--- config.mk ---
export PLATFORM = sky130hd
export DESIGN_NAME = st_layer1_activation_nt
export DESIGN_NICKNAME = d
export VERILOG_FILES = /design/src/hw/st_layer1_activation_nt.v
export VERILOG_INCLUDE_DIRS = /design/src /design/src/common
export SDC_FILE = /design/constraint.sdc
export NUM_CORES = 1
export LEC_CHECK = 0
export BUFFER_PORTS_ARGS = -buffer_cell sky130_fd_sc_hd__buf_4
export CAP_MARGIN = 20
export CORE_MARGIN = 2
export CORE_UTILIZATION = 30
export CTS_CLUSTER_SIZE = 25
export DETAILED_ROUTE_END_ITERATION = 6
export GPL_ROUTABILITY_DRIVEN = 0
export GPL_TIMING_DRIVEN = 0
export PLACE_DENSITY = 0.51
export SYNTH_ARGS = -nofsm -noshare
export SYNTH_HDL_FRONTEND = slang
export SYNTH_SLANG_ARGS = --single-unit
--- constraint.sdc ---
create_clock -name mclk -period 14.6 [get_ports mclk]
set_input_delay 2.92 -clock mclk [delete_from_list [all_inputs] [get_ports mclk]]
set_output_delay 2.92 -clock mclk [all_outputs]
set_load 0.01 [all_outputs]
--- src/common/st_layer1_regs.vh ---
// constants for the nt-mode layer-1 activation block
// assumes inclusion by bare name from hw files
`ifndef ST_LAYER1_REGS_VH
`define ST_LAYER1_REGS_VH
// apb byte offsets
`define OFF_CONFIG 12'h000
`define OFF_CMD 12'h004
`define OFF_STATUS 12'h008
`define OFF_IRQ 12'h00c
`define OFF_MASK 12'h010
// config fields
`define CFG_SW_SEL 0
`define CFG_VIOL_EN 1
`define CFG_MF_EN 2
`define CFG_QC_EN 3
`define CFG_RESET 4'h0
// irq bits
`define IRQ_MF 0
`define IRQ_QC 1
`define IRQ_ST 2
`define MASK_RESET 3'h7
// commands
`define C_DR 4'h0
`define C_RES 4'h1
`define C_TM1 4'h2
`define C_TM2 4'h3
`define C_RSY 4'h4
`define C_AR 4'h8
`define C_ARL 4'ha
`define C_AI 4'hc
`define C_AIL 4'he
`define C_DC 4'hf
// indications
`define I_TIM 4'h0
`define I_RSY 4'h4
`define I_AR 4'h8
`define I_CVR 4'hb
`define I_AI 4'hc
`define I_DI 4'hf
// transmit infos
`define X_I0 3'h0
`define X_I2 3'h2
`define X_I3 3'h3
`define X_I4 3'h4
`define X_TM1 3'h5
`define X_TM2 3'h6
// timing
`define CLK_HZ 10000000
`define T8_MS 8
`define T16_MS 16
`define T32_MS 32
`define MF_MS 5
`define LOOP_ZERO_FRAMES 3'h4
`endif

--- src/hw/st_layer1_activation_nt.v ---
// nt-mode layer-1 activation control with apb registers
// assumes a frame strobe and line-detector inputs from the analog front end
`timescale 1ns/10ps
`include "st_layer1_regs.vh"
module st_layer1_activation_nt #(
    parameter T8_CYC = (`CLK_HZ / 1000) * `T8_MS,
    parameter T16_CYC = (`CLK_HZ / 1000) * `T16_MS,
    parameter T32_CYC = (`CLK_HZ / 1000) * `T32_MS,
    parameter MF_FRAMES = 20
) (
    input wire mclk,
    input wire rst,
    // apb slave
    input wire psel,
    input wire penable,
    input wire pwrite,
    input wire [11:0] paddr,
    input wire [31:0] pwdata,
    output wire pready,
    output wire pslverr,
    output reg [31:0] prdata,
    // serial port frame strobe and codes
    input wire frameTick,
    input wire [3:0] cmdIn,
    output reg [3:0] indOut,
    // line receive status (async pins)
    input wire lineInfo0,
    input wire lineInfo3,
    input wire lineSync,
    input wire lineViol,
    input wire [1:0] lineQ,
    // channel data
    input wire [17:0] lineRxData,
    input wire [17:0] portTxData,
    output reg [17:0] portRxData,
    output reg [17:0] lineTxData,
    output reg echoZero,
    output reg [2:0] txInfo,
    output reg loopClose,
    output reg pulseOut,
    output reg pulsePol,
    output reg irqOut
);
    // activation machine states, binary coded
    localparam S_RESET = 4'd0, S_DEACT = 4'd1, S_I0 = 4'd2, S_PEND = 4'd3;
    localparam S_WAIT = 4'd4, S_ACT = 4'd5, S_LFL = 4'd6, S_LFU = 4'd7;
    localparam S_PDEA = 4'd8, S_WDC = 4'd9, S_TM1 = 4'd10, S_TM2 = 4'd11;
    // timer width holds the 32 ms count at the default clock
    localparam TW = 20;
    localparam [TW-1:0] T8 = T8_CYC[TW-1:0];
    localparam [TW-1:0] T16 = T16_CYC[TW-1:0];
    localparam [TW-1:0] T32 = T32_CYC[TW-1:0];
    localparam [4:0] MFN = MF_FRAMES[4:0];

    reg [3:0] config_r; // sw select, viol en, mf en, qc en
    reg [2:0] swInfo_r; // software tx info
    reg [2:0] mask_r; // interrupt mask, 1 masks
    reg [2:0] irq_r; // sticky events
    // activation machine state and its next value
    reg [3:0] state_r;
    reg [3:0] state_nxt;
    reg [3:0] cmd_r; // command latched at frame boundary
    // timers saturate so long waits never wrap
    reg [TW-1:0] tmr_r; // 32 ms / 8 ms supervision
    reg [TW-1:0] i0Tmr_r; // info0 duration counter
    reg [2:0] zeroCnt_r; // loop-back zero frames
    // first-cycle marker for a loop-active command
    reg ailSeen_r;
    reg [4:0] mfCnt_r; // frame within multiframe
    // previous samples for change detection
    reg [1:0] qPrev_r;
    reg [5:0] stsPrev_r;
    // loop 2 closed; drives loopClose and echoZero
    reg loopAct_r;
    // indication to be sent at the next frame
    reg [3:0] codeNxt;
    // three-stage pin synchronisers
    reg [5:0] s1_r, s2_r, s3_r, pin_r;
    wire [5:0] pinRaw = {lineQ, lineViol, lineSync, lineInfo3, lineInfo0};

    // sync stage: a change counts once stages two and three agree
    always @(posedge mclk or posedge rst) begin
        if (rst) begin
            s1_r <= 6'h00;
            s2_r <= 6'h00;
            s3_r <= 6'h00;
            pin_r <= 6'h00;
        end else begin
            s1_r <= pinRaw;
            s2_r <= s1_r;
            s3_r <= s2_r;
            pin_r <= (s2_r & s3_r) | (~(s2_r ^ s3_r) & s2_r) |
                     ((s2_r ^ s3_r) & pin_r);
        end
    end
    // filtered levels, one bit per line detector and two for q
    wire rxI0 = pin_r[0];
    wire rxI3 = pin_r[1];
    wire rxSync = pin_r[2];
    wire rxViol = pin_r[3];
    wire [1:0] rxQ = pin_r[5:4];
    // software select freezes the machine in its state
    wire swMode = config_r[`CFG_SW_SEL];

    // apb: zero wait, unmapped reads zero with error
    // writes land at the access edge, reads load at setup
    wire apbAcc = psel & penable;
    wire apbWr = apbAcc & pwrite;
    wire apbRd = apbAcc & ~pwrite;
    wire hit = (paddr == `OFF_CONFIG) | (paddr == `OFF_CMD) |
               (paddr == `OFF_STATUS) | (paddr == `OFF_IRQ) |
               (paddr == `OFF_MASK);
    // no wait states: the register file answers at once
    assign pready = 1'b1;
    assign pslverr = apbAcc & ~hit;
    // status word is the machine state above the filtered pin set
    wire [5:0] rxSts = pin_r;
    wire stsRead = apbRd & (paddr == `OFF_STATUS);
    wire irqRead = apbRd & (paddr == `OFF_IRQ);

    // read mux is registered so prdata is a flop
    always @(posedge mclk or posedge rst) begin
        if (rst)
            prdata <= 32'h00000000;
        else if (psel & ~penable & ~pwrite) begin
            case (paddr)
                `OFF_CONFIG: prdata <= {28'h0000000, config_r};
                `OFF_CMD: prdata <= {29'h00000000, swInfo_r};
                `OFF_STATUS: prdata <= {22'h000000, state_r, rxSts};
                `OFF_IRQ: prdata <= {29'h00000000, irq_r};
                `OFF_MASK: prdata <= {29'h00000000, mask_r};
                default: prdata <= 32'h00000000;
            endcase
        end
    end

    // software registers
    always @(posedge mclk or posedge rst) begin
        if (rst) begin
            config_r <= `CFG_RESET; // internal machine by default
            swInfo_r <= `X_I0;
            mask_r <= `MASK_RESET;
        end else if (apbWr) begin
            if (paddr == `OFF_CONFIG)
                config_r <= pwdata[3:0];
            if (paddr == `OFF_CMD)
                swInfo_r <= pwdata[2:0];
            if (paddr == `OFF_MASK)
                mask_r <= pwdata[2:0];
        end
    end

    // command sampled once per frame
    always @(posedge mclk or posedge rst) begin
        if (rst)
            cmd_r <= `C_DC;
        else if (frameTick)
            cmd_r <= cmdIn;
    end

    // multiframe counter and q-change detect
    always @(posedge mclk or posedge rst) begin
        if (rst) begin
            mfCnt_r <= 5'd0;
            qPrev_r <= 2'b00;
            stsPrev_r <= 6'h00;
        end else begin
            if (frameTick)
                mfCnt_r <= (mfCnt_r == MFN - 5'd1) ? 5'd0 : mfCnt_r + 5'd1;
            qPrev_r <= rxQ;
            stsPrev_r <= rxSts;
        end
    end
    // event strobes, mf and qc gated by their enable bits, status change by software select
    wire mfEv = frameTick & (mfCnt_r == MFN - 5'd1) & config_r[`CFG_MF_EN];
    wire qcEv = (rxQ != qPrev_r) & config_r[`CFG_QC_EN];
    wire stEv = swMode & (rxSts != stsPrev_r);

    // sticky events: set wins over read clear
    always @(posedge mclk or posedge rst) begin
        if (rst) begin
            irq_r <= 3'b000;
            irqOut <= 1'b0;
        end else begin
            irq_r[`IRQ_MF] <= mfEv | (irq_r[`IRQ_MF] & ~irqRead);
            irq_r[`IRQ_QC] <= qcEv | (irq_r[`IRQ_QC] & ~irqRead);
            // status change, cleared by status read
            irq_r[`IRQ_ST] <= stEv | (irq_r[`IRQ_ST] & ~stsRead);
            // mask acts after the sticky bits, so reads show masked events
            irqOut <= |(irq_r & ~mask_r);
        end
    end

    // next state of the activation machine
    // reset wins over every state, each test command over every state but the other test state
    always @* begin
        state_nxt = state_r;
        if (cmd_r == `C_RES)
            state_nxt = S_RESET;
        else if (cmd_r == `C_TM1 && state_r != S_TM2)
            state_nxt = S_TM1;
        else if (cmd_r == `C_TM2 && state_r != S_TM1)
            state_nxt = S_TM2;
        else if (cmd_r == `C_DR && state_r != S_WDC && state_r != S_PDEA)
            state_nxt = S_PDEA;
        else begin
            case (state_r)
                S_RESET, S_TM1, S_TM2:
                    if (cmd_r == `C_DC)
                        state_nxt = S_DEACT;
                S_DEACT: begin
                    if (rxI0)
                        state_nxt = S_I0;
                    else if (cmd_r == `C_AR || cmd_r == `C_ARL)
                        state_nxt = S_PEND;
                end
                S_I0:
                    if (cmd_r == `C_AR || cmd_r == `C_ARL)
                        state_nxt = S_PEND;
                S_PEND:
                    if (rxI3)
                        state_nxt = S_WAIT;
                S_WAIT, S_LFU:
                    if (cmd_r == `C_AI || cmd_r == `C_AIL)
                        state_nxt = S_ACT;
                S_ACT: begin
                    if (!rxSync)
                        state_nxt = S_LFL;
                    else if (cmd_r == `C_RSY)
                        state_nxt = S_LFU;
                end
                S_LFL:
                    if (rxSync && rxI3)
                        state_nxt = S_ACT;
                S_PDEA:
                    if (i0Tmr_r >= T16 || tmr_r >= T32)
                        state_nxt = S_WDC;
                S_WDC:
                    if (cmd_r == `C_DC)
                        state_nxt = S_DEACT;
                default: state_nxt = S_RESET;
            endcase
        end
    end

    // state, timers and loop control
    always @(posedge mclk or posedge rst) begin
        if (rst) begin
            state_r <= S_RESET;
            tmr_r <= {TW{1'b0}};
            i0Tmr_r <= {TW{1'b0}};
            loopAct_r <= 1'b0;
            zeroCnt_r <= 3'd0;
            ailSeen_r <= 1'b0;
        end else begin
            state_r <= swMode ? state_r : state_nxt;
            tmr_r <= (state_nxt != state_r) ? {TW{1'b0}} :
                     (tmr_r == T32 ? tmr_r : tmr_r + 1'b1);
            i0Tmr_r <= (rxI0 && state_r == S_PDEA) ?
                       (i0Tmr_r == T16 ? i0Tmr_r : i0Tmr_r + 1'b1) :
                       {TW{1'b0}};
            // loop commands close the analog loop
            if (cmd_r == `C_ARL || cmd_r == `C_AIL)
                loopAct_r <= 1'b1;
            else if (state_nxt == S_PDEA || state_nxt == S_RESET ||
                     state_nxt == S_DEACT)
                loopAct_r <= 1'b0;
            // zero frames after loop-active recognised
            // cmd_r changes on the frame strobe itself, so the first
            // cycle of a new loop-active command is marked instead
            ailSeen_r <= (cmd_r == `C_AIL);
            if (cmd_r == `C_AIL && !ailSeen_r)
                zeroCnt_r <= `LOOP_ZERO_FRAMES;
            else if (frameTick && zeroCnt_r != 3'd0)
                zeroCnt_r <= zeroCnt_r - 3'd1;
        end
    end

    // indication code per state
    always @* begin
        case (state_r)
            S_RESET: codeNxt = `I_TIM;
            // deactivated: interim while the 8 ms timer runs
            S_DEACT: codeNxt = (rxI0 || tmr_r < T8) ? `I_TIM : `I_DI;
            S_I0: codeNxt = `I_AR;
            S_PEND, S_WAIT: codeNxt = `I_AR;
            S_ACT: codeNxt = `I_AI;
            S_LFL, S_LFU: codeNxt = `I_RSY;
            S_PDEA: codeNxt = `I_TIM;
            S_WDC: codeNxt = `I_DI;
            default: codeNxt = `I_TIM;
        endcase
        if (rxViol && config_r[`CFG_VIOL_EN])
            codeNxt = `I_CVR;
    end

    // transmit info: software value when the machine is off
    wire [2:0] infoNxt = swMode ? swInfo_r :
        (state_r == S_PEND || state_r == S_WAIT || state_r == S_LFL ||
         state_r == S_LFU) ? `X_I2 :
        (state_r == S_ACT) ? `X_I4 :
        (state_r == S_TM1) ? `X_TM1 :
        (state_r == S_TM2) ? `X_TM2 : `X_I0;
    // channels pass only activated or under the info3 override
    wire pass = swMode ? (swInfo_r == `X_I3) : (state_r == S_ACT);

    // outputs: data path, test pulses and indications
    always @(posedge mclk or posedge rst) begin
        if (rst) begin
            indOut <= `I_TIM;
            txInfo <= `X_I0;
            portRxData <= 18'h3ffff;
            lineTxData <= 18'h3ffff;
            echoZero <= 1'b0;
            loopClose <= 1'b0;
            pulseOut <= 1'b0;
            pulsePol <= 1'b0;
        end else begin
            if (frameTick)
                indOut <= codeNxt;
            txInfo <= infoNxt;
            loopClose <= loopAct_r; // same path for b1, b2, d
            echoZero <= loopAct_r;
            // line to port: ones unless transparent; zeros while looping in
            if (zeroCnt_r != 3'd0)
                portRxData <= 18'h00000;
            else if (pass)
                portRxData <= lineRxData;
            else
                portRxData <= 18'h3ffff;
            // port to line: same gating, no zero frames this way
            lineTxData <= pass ? portTxData : 18'h3ffff;
            // single pulse once per frame, polarity flips
            // continuous pulses flip every clock (bit rate scaled)
            if (state_r == S_TM1) begin
                pulseOut <= frameTick;
                if (frameTick)
                    pulsePol <= ~pulsePol;
            end else if (state_r == S_TM2) begin
                pulseOut <= 1'b1;
                pulsePol <= ~pulsePol;
            end else begin
                pulseOut <= 1'b0;
            end
        end
    end
endmodule

==> results of run 1 <==
==> report_power, final <==
part           internal, µW  switching (µW)  total [µW]
Clock                   257             182         439
Sequential              508            34.1         542
Combinational           166             234         401
==> final timing paths <==
| kind | endpoint | cells after the start | slack (ns) |
|---|---|---|---|
| min in group asynchronous | zeroCnt_r[1] | 2 | 2.56 |
| worst max register to register | tmr_r[7] | 8 | 12.09 |
| worst min-delay path | s2_r[4] | 0 | 0.35 |
| max in group asynchronous | mask_r[0] | 3 | 11.23 |
| worst min register to register | s2_r[4] | 0 | 0.35 |
| worst max-delay path | pslverr | 6 | 7.08 |
==> worst register-to-register path, delay by kind of cell, from the launching register on <==
family | cells | cell delay, ns
buf+inv | 3 | 0.96
compound gates | 4 | 0.80
simple gates | 1 | 0.18
flops | 1 | 0.49
==> routing by layer <==
layer,global-route usage (%),up-vias,routed length [µm]
li1,-,2744,-
met1,19.3,2662,8460
met2,20.8,149,7720
met3,5.64,7,1260
met4,2.65,0,104
met5,0,-,0
==> through the flow <==
stage                     hold slack [ns]  power [µW]
final                               0.350        1380
after global routing                0.368        1470
after CTS                           0.351        1400
after detailed placement            0.336         954
after global placement              0.334         953
after floorplan                     0.331         809
==> state kept, by name (all words and copies together) (netlist names), 3 cells and up <==
signal and flops:
s1_r 6, s3_r 6, mfCnt_r 5, portRxData 18, s2_r 6, stsPrev_r 5
state_r 4, cmd_r 4, indOut 3, tmr_r 20, i0Tmr_r 20, swInfo_r 3
pin_r 6, txInfo 3, mask_r 3, zeroCnt_r 3, lineTxData 18, prdata 10
config_r 4, irq_r 3
==> layout by cell type, fill, tap and decap left out, types with 10 or more instances in the layout <==
master | synthesis | layout
buf_4 | 28 | 152
dfrtp_1 | 114 | 114
nor2_1 | 93 | 93
nand2_1 | 54 | 54
dfstp_2 | 43 | 43
xor2_1 | 26 | 26
clkbuf_1 | 23 | 24
xnor2_1 | 23 | 23
nand3_1 | 23 | 23
conb_1 | 2 | 23
nor3_2 | 20 | 20
or2_2 | 19 | 19
nand4_1 | 18 | 18
mux2_2 | 17 | 17
inv_1 | 18 | 17
clkbuf_16 | 0 | 17
nor3_1 | 15 | 15
o21ai_0 | 15 | 15
ha_1 | 13 | 13
a21o_1 | 11 | 11
nor2b_1 | 10 | 10
nor4_1 | 10 | 10
==> Yosys cell counts (8+ instances only) <==
cell type  number  area [µm²]
nand2_1        54         203
o21ai_0        15        75.1
inv_1          18        67.6
ha_1           13         163
buf_4          28         210
nor4_1         10        62.6
buf_2           8        40.0
nand3_1        23         115
nor3_2         20         200
nand4_1        18         113
dfstp_2        43        1130
a21o_1         11        82.6
clkbuf_1       23        86.3
dfrtp_1       114        2850
mux2_2         17         191
or2_2          19         119
nor2_1         93         349
nor3_1         15        75.1
a21oi_1         9        45.0
xnor2_1        23         201
xor2_1         26         228
nor2b_1        10        62.6
==> cells by family after synthesis <==
family	count (synthesis)	synth area share, %
fa+ha+maj	13	2.16
simple gates	304	21.5
flops	157	53.0
other cells	2	0.0999
compound gates	88	8.73
xor+xnor	49	5.71
buf+inv	81	5.88
mux	20	2.95
==> cell type report <==
type	instances	area (µm²)	share of cell area [%]
Clock inverter	13	138	1.44
Timing Repair Buffer	125	958	10.0
Multi-Input combinational cell	497	3170	33.2
Clock buffer	19	443	4.64
Inverter	18	75.1	0.786
Buffer	63	374	3.92
Tap cell	324	405	4.25
Sequential cell	157	3980	41.7
==> impl_results.md, run 1 <==
- Status: finished, final reports clean
- Hold Crit Class: register to register
- Flops & latches, synth: 157
- Max_cap viols: 0
- Sequential share of the synthesized area: 53.0%
- Crit Path Max Fanout: 5
- DRT antenna net count: 0
- Fin crit period: 7.52 ns
- Antenna violations before repair: 0
- Max Slew Vio Count: 0
- LEAKAGE: 0.00430 µW
- Dpl cell area: 8960 µm²
- VDD IR-drop max: 0.0728 mV
- Crit path required time: 11.68 ns
- Core ar.: 24500 µm²
- Crit path capture type: primary output
- R2r startpoint: state_r[0]
- Async set-reset flop share out of synthesis: 100%
- # rows: 57
- GRT Util Overall: 14.0%
- Number of clock sinks: 157
- Final Hold Fails: 0
- PostCTS Resize Cnt: 0
- Dpl ws: 7.02 ns
- Number of fill cells in the layout: 2446
- Die H: 162 µm
- Clk Latency, worst-skew pair: 0.42 ns
- Design Area, Final: 9550 µm²
- Most frequent cell on the critical path: buf_4
- Die area: 26300 µm²
- NumNets Final: 988
- Crit-path leading delay family: simple AND/OR/NAND/NOR gates
- Cell chosen for the clock root: clkbuf_16
- WP data arrival: 4.60 ns
- Worst Setup SP: paddr[8]
- Post-Syn Instances: 714
- Unrepaired setup endpoints after global routing: false
- Max clock buf depth: 2
- Period Utilization, post-route: 51.5%
- Global route total overflow: 0
- Vias in the first global route: 5670
- Area Overhead vs Synth: 27.0%
- DRC viols: 0
- Largest net degree at the start of global routing: 88
- Worst Max-Slew Pin Slew: 0.994 ns
- Min-delay src: s1_r[4]
- Buf/Inv on CP: 2
- Final HPWL DP: 12700 µm
- PortBufs: 124
- Post-synth EDFFs: 0
- Antenna Diode Count: 0
- H-tree depth: 4
- Initial drt markers: 254
- Total CTS buffers: 17
- Yosys cell types: 72
- Post-route setup TNS: 0 ns
- Initial Utilization: 30.7%
- Routed length per instance: 14.4 µm
- Max stage delay on crit path: 0.77 ns
- Setup Crit Path Kind: input pin to primary output
- CTS tree: done
- DR vias: 5562
- Final cell count without fillers: 1216
- Ys Warns: 0
- Main synth FF type: dfrtp_1
- CP max stage cell: nor4b_1
- Fraction of layout cells with a size suffix above 1: 33.7%
- Placed Instances: 1184
- Hold buffers post-CTS: 0
- Clock transition at path regs: 0.06 ns
- Util after Layout: 39.0%
- Drt via density: 4.57
- Highest Clock Rate: 0.133 GHz
- Pwr Density: 145 nW/µm²
- Mapped Area: 7510 µm²
- First-pass GRT wire length: 29200 µm
- I/O pins: 178
- Startpoint type of the worst setup path: input pin
- Clk_skew: 0.0149 ns
- Syn Area/Cell: 10.5 µm²
- Drt first pass iters: 4
- Final worst slack: 7.08 ns
- Final setup fails: 0
- Die Span X: 162 µm
- Slew HR: 33.7%
- Total wire length: 17500 µm
- Post-CTS setup buffer count: 0
- Critical path, cell by cell: buf_4, nor4_1, nand3_1, nor4b_1, nor3_1, buf_4
No activity file was read; power rests on OpenSTA's default activity.
==> run 2, diff against run 1 <==
--- a/config.mk
+++ b/config.mk
@@ -6,6 +6,7 @@
 export SDC_FILE = /design/constraint.sdc
 export NUM_CORES = 1
 export LEC_CHECK = 0
+export ABC_AREA = 1
 export BUFFER_PORTS_ARGS = -buffer_cell sky130_fd_sc_hd__buf_4
 export CAP_MARGIN = 20
 export CORE_MARGIN = 2
==> constraint.sdc (replaced) <==
create_clock -name mclk -period 7.13 [get_ports mclk]
set_input_delay 1.426 -clock mclk [delete_from_list [all_inputs] [get_ports mclk]]
set_output_delay 1.426 -clock mclk [all_outputs]
set_load 0.01 [all_outputs]
==> impl_results.md, run 2 <==
- Status: finished, final reports clean
- Area Overhead vs Synth: 27.9%
- Clock transition at path regs: 0.06 ns (about the same)
- Hold WS: 0.347 ns (-0.00285 ns)
- Number of clock sinks: 157 (unchanged)
- Uppermost layer routed: met4
- Crit Path Max Fanout: 10 (+5)
- # rows: 57 (unchanged)
- Clk Latency, worst-skew pair: 0.42 ns (about the same)
- Crit path required time: 5.70 ns (-5.98 ns)
- NumNets Final: 1149 (+16%)
- Vias in the first global route: 5640 (-0.53%)
- Largest net degree at the start of global routing: 81 (-8.0%)
- Routed length per instance: 12.3 µm (-14%)
- Setup Crit Path Kind: input pin to primary output
- Top cell type's share of synthesized area: 37.9% (-0.050 points)
- Final Hold Fails: 0 (unchanged)
- Initial drt markers: 324 (+28%)
- Die H: 162 µm (about the same)
- Post-Syn Instances: 874 (+22%)
- Startpoint type of the worst setup path: input pin
- Clk_skew: 0.0101 ns (-0.00485 ns)
- DRC viols: 0 (unchanged)
- Cell chosen for the clock root: clkbuf_16
- Biggest regs: i0Tmr_r: 20 flops, tmr_r: 20 flops
- Area of the multi-input gates: 2860 µm² (-9.7%)
- Initial Utilization: 30.8% (+0.041 points)
- DRT antenna net count: 0 (unchanged)
- Total CTS buffers: 17 (unchanged)
- Commonest non-fill, non-tap cell in the layout: nand2_1
- Final setup fails: 0 (unchanged)
- PostCTS Resize Cnt: 0 (unchanged)
- Hold buffers post-CTS: 0 (unchanged)
- Ys Warns: 0 (unchanged)
- Sequential share of the synthesized area: 52.9% (-0.070 points)
- Max clock buf depth: 2 (unchanged)
- Met2 routed WL: 8050 µm (+4.3%)
- Post-CTS setup buffer count: 0 (unchanged)
- Flops & latches, synth: 157 (unchanged)
- CTS tree: done
- Synth cell count leaders: 194 x nand2_1, 127 x inv_1, 114 x dfrtp_1
- Die area: 26400 µm² (+0.13%)
- Hold Crit Class: register to register
- Unrepaired setup endpoints after global routing: false
- Antenna violations before repair: 0 (unchanged)
- Global route total overflow: 0 (unchanged)
- Routed length on met3: 716 µm (-43%)
- Final HPWL DP: 12500 µm (-1.3%)
- GRT Util Overall: 13.2% (-0.74 points)
- Power Total: 2870 µW (+110%)
- Max Slew Vio Count: 0 (unchanged)
- Syn Area/Cell: 8.61 µm² (-18%)
- I/O pins: 178 (unchanged)
- Core ar.: 24500 µm² (unchanged)
- Mapped Area: 7520 µm² (+0.13%)
- Most frequent cells in the layout: 194 x nand2_1, 151 x buf_4, 126 x inv_1
- VDD IR-drop max: 0.162 mV (+120%)
- Dpl ws: 2.77 ns (-4.25 ns)
- Slew HR: 25.8% (-7.9 points)
- Fin crit period: 4.36 ns
- Top-count cell post-synth: nand2_1
- H-tree depth: 4 (unchanged)
- Crit path capture type: primary output
- First-pass GRT wire length: 28100 µm (-3.8%)
- Max_cap viols: 0 (unchanged)
- Drt via density: 4.28 (-6.5%)
- Antenna Diode Count: 0 (unchanged)
- Fraction of layout cells with a size suffix above 1: 27.0% (-6.8 points)
- Total wire length: 17000 µm (-3.2%)
- Die Span X: 162 µm (about the same)
- Routed met1 length: 8010 µm (-5.3%)
- WP data arrival: 2.94 ns (-1.66 ns)
- Pwr Density: 299 nW/µm² (+110%)
- Yosys cell types: 44 (-39%)
- PortBufs: 125 (+0.81%)
- Drt first pass iters: 4 (unchanged)
- Number of fill cells in the layout: 2500 (+2.2%)
- Period Utilization, post-route: 61.2%
- Largest area contributor in the netlist: dfrtp_1
- Highest Clock Rate: 0.229 GHz
- Storage cell area: 3980 µm² (unchanged)
- Final worst slack: 2.77 ns (-4.32 ns)
- Async set-reset flop share out of synthesis: 100% (unchanged)
- Post-synth EDFFs: 0 (unchanged)
- Main synth FF type: dfrtp_1
- DR vias: 5891 (+5.9%)
- Largest cells by area after synthesis: dfrtp_1 38%, dfstp_2 15%, nand2_1 9.7%
- Worst Max-Slew Pin Slew: 1.10 ns (+0.110 ns)
- LEAKAGE: 0.00471 µW (+9.6%)
run 2: cell families (layout without fill, tap and decap cells):
logic type               after synthesis  count (layout)  synth area share (%)
adder cells (fa/ha/maj)               13              13                  2.16
AO/OA/AOI/OAI                        115             115                  8.65
other                                  2              23                0.0998
XOR/XNOR                              21              21                  2.44
AND/OR/NAND/NOR                      396             396                  23.6
buffers and inverters                170             328                  10.1
flip-flops                           157             157                  52.9
run 2: stage by stage:
step                      utilization [%]  cells  TNS, ns  area [µm²]
after floorplan                         -    895        0        7600
after global placement               36.6   1344   -66.34        8950
after detailed placement             36.7   1345        0        8980
after CTS                            39.3   1377        0        9620
after global routing                 39.3   1377        0        9620
final                                39.3   1377        0        9620
run 2: worst paths after layout:
kind	start	end	slack, ns	cells after the start
max reg2reg	state_r[1]	portRxData[16]	4.90	8
max	paddr[5]	pslverr	2.77	7
min	s1_r[1]	s2_r[1]	0.35	0
min reg2reg	s1_r[1]	s2_r[1]	0.35	0
max in group asynchronous	rst	cmd_r[0]	5.29	3
min in group asynchronous	rst	zeroCnt_r[2]	1.08	2
run 2: layer usage:
layer	vias to the layer above	track usage (%)
li1	3056	-
met1	2700	17.7
met4	0	3.82
met5	-	0
met3	20	2.95
met2	115	21.5
run 2: critical path, stage by stage:
cell and delay [ns]:
buf_4 0.11, or2_2 0.29, nor3_2 0.37, nand2_1 0.35
nand3_1 0.19, nor3_1 0.05, buf_4 0.14
run 2: area by class of cell:
type | instances | area share, %
Buffer | 38 | 2.74
Tap cell | 324 | 4.21
Timing Repair Buffer | 126 | 10.0
Clock buffer | 20 | 4.75
Inverter | 132 | 5.23
Clock inverter | 12 | 1.91
Sequential cell | 157 | 41.4
Multi-Input combinational cell | 568 | 29.7
run 2: where the power goes:
part	internal (µW)	switching, µW	total, µW
clock network	610	377	987
registers	1050	66.6	1120
logic	308	459	767
total	1970	903	2870
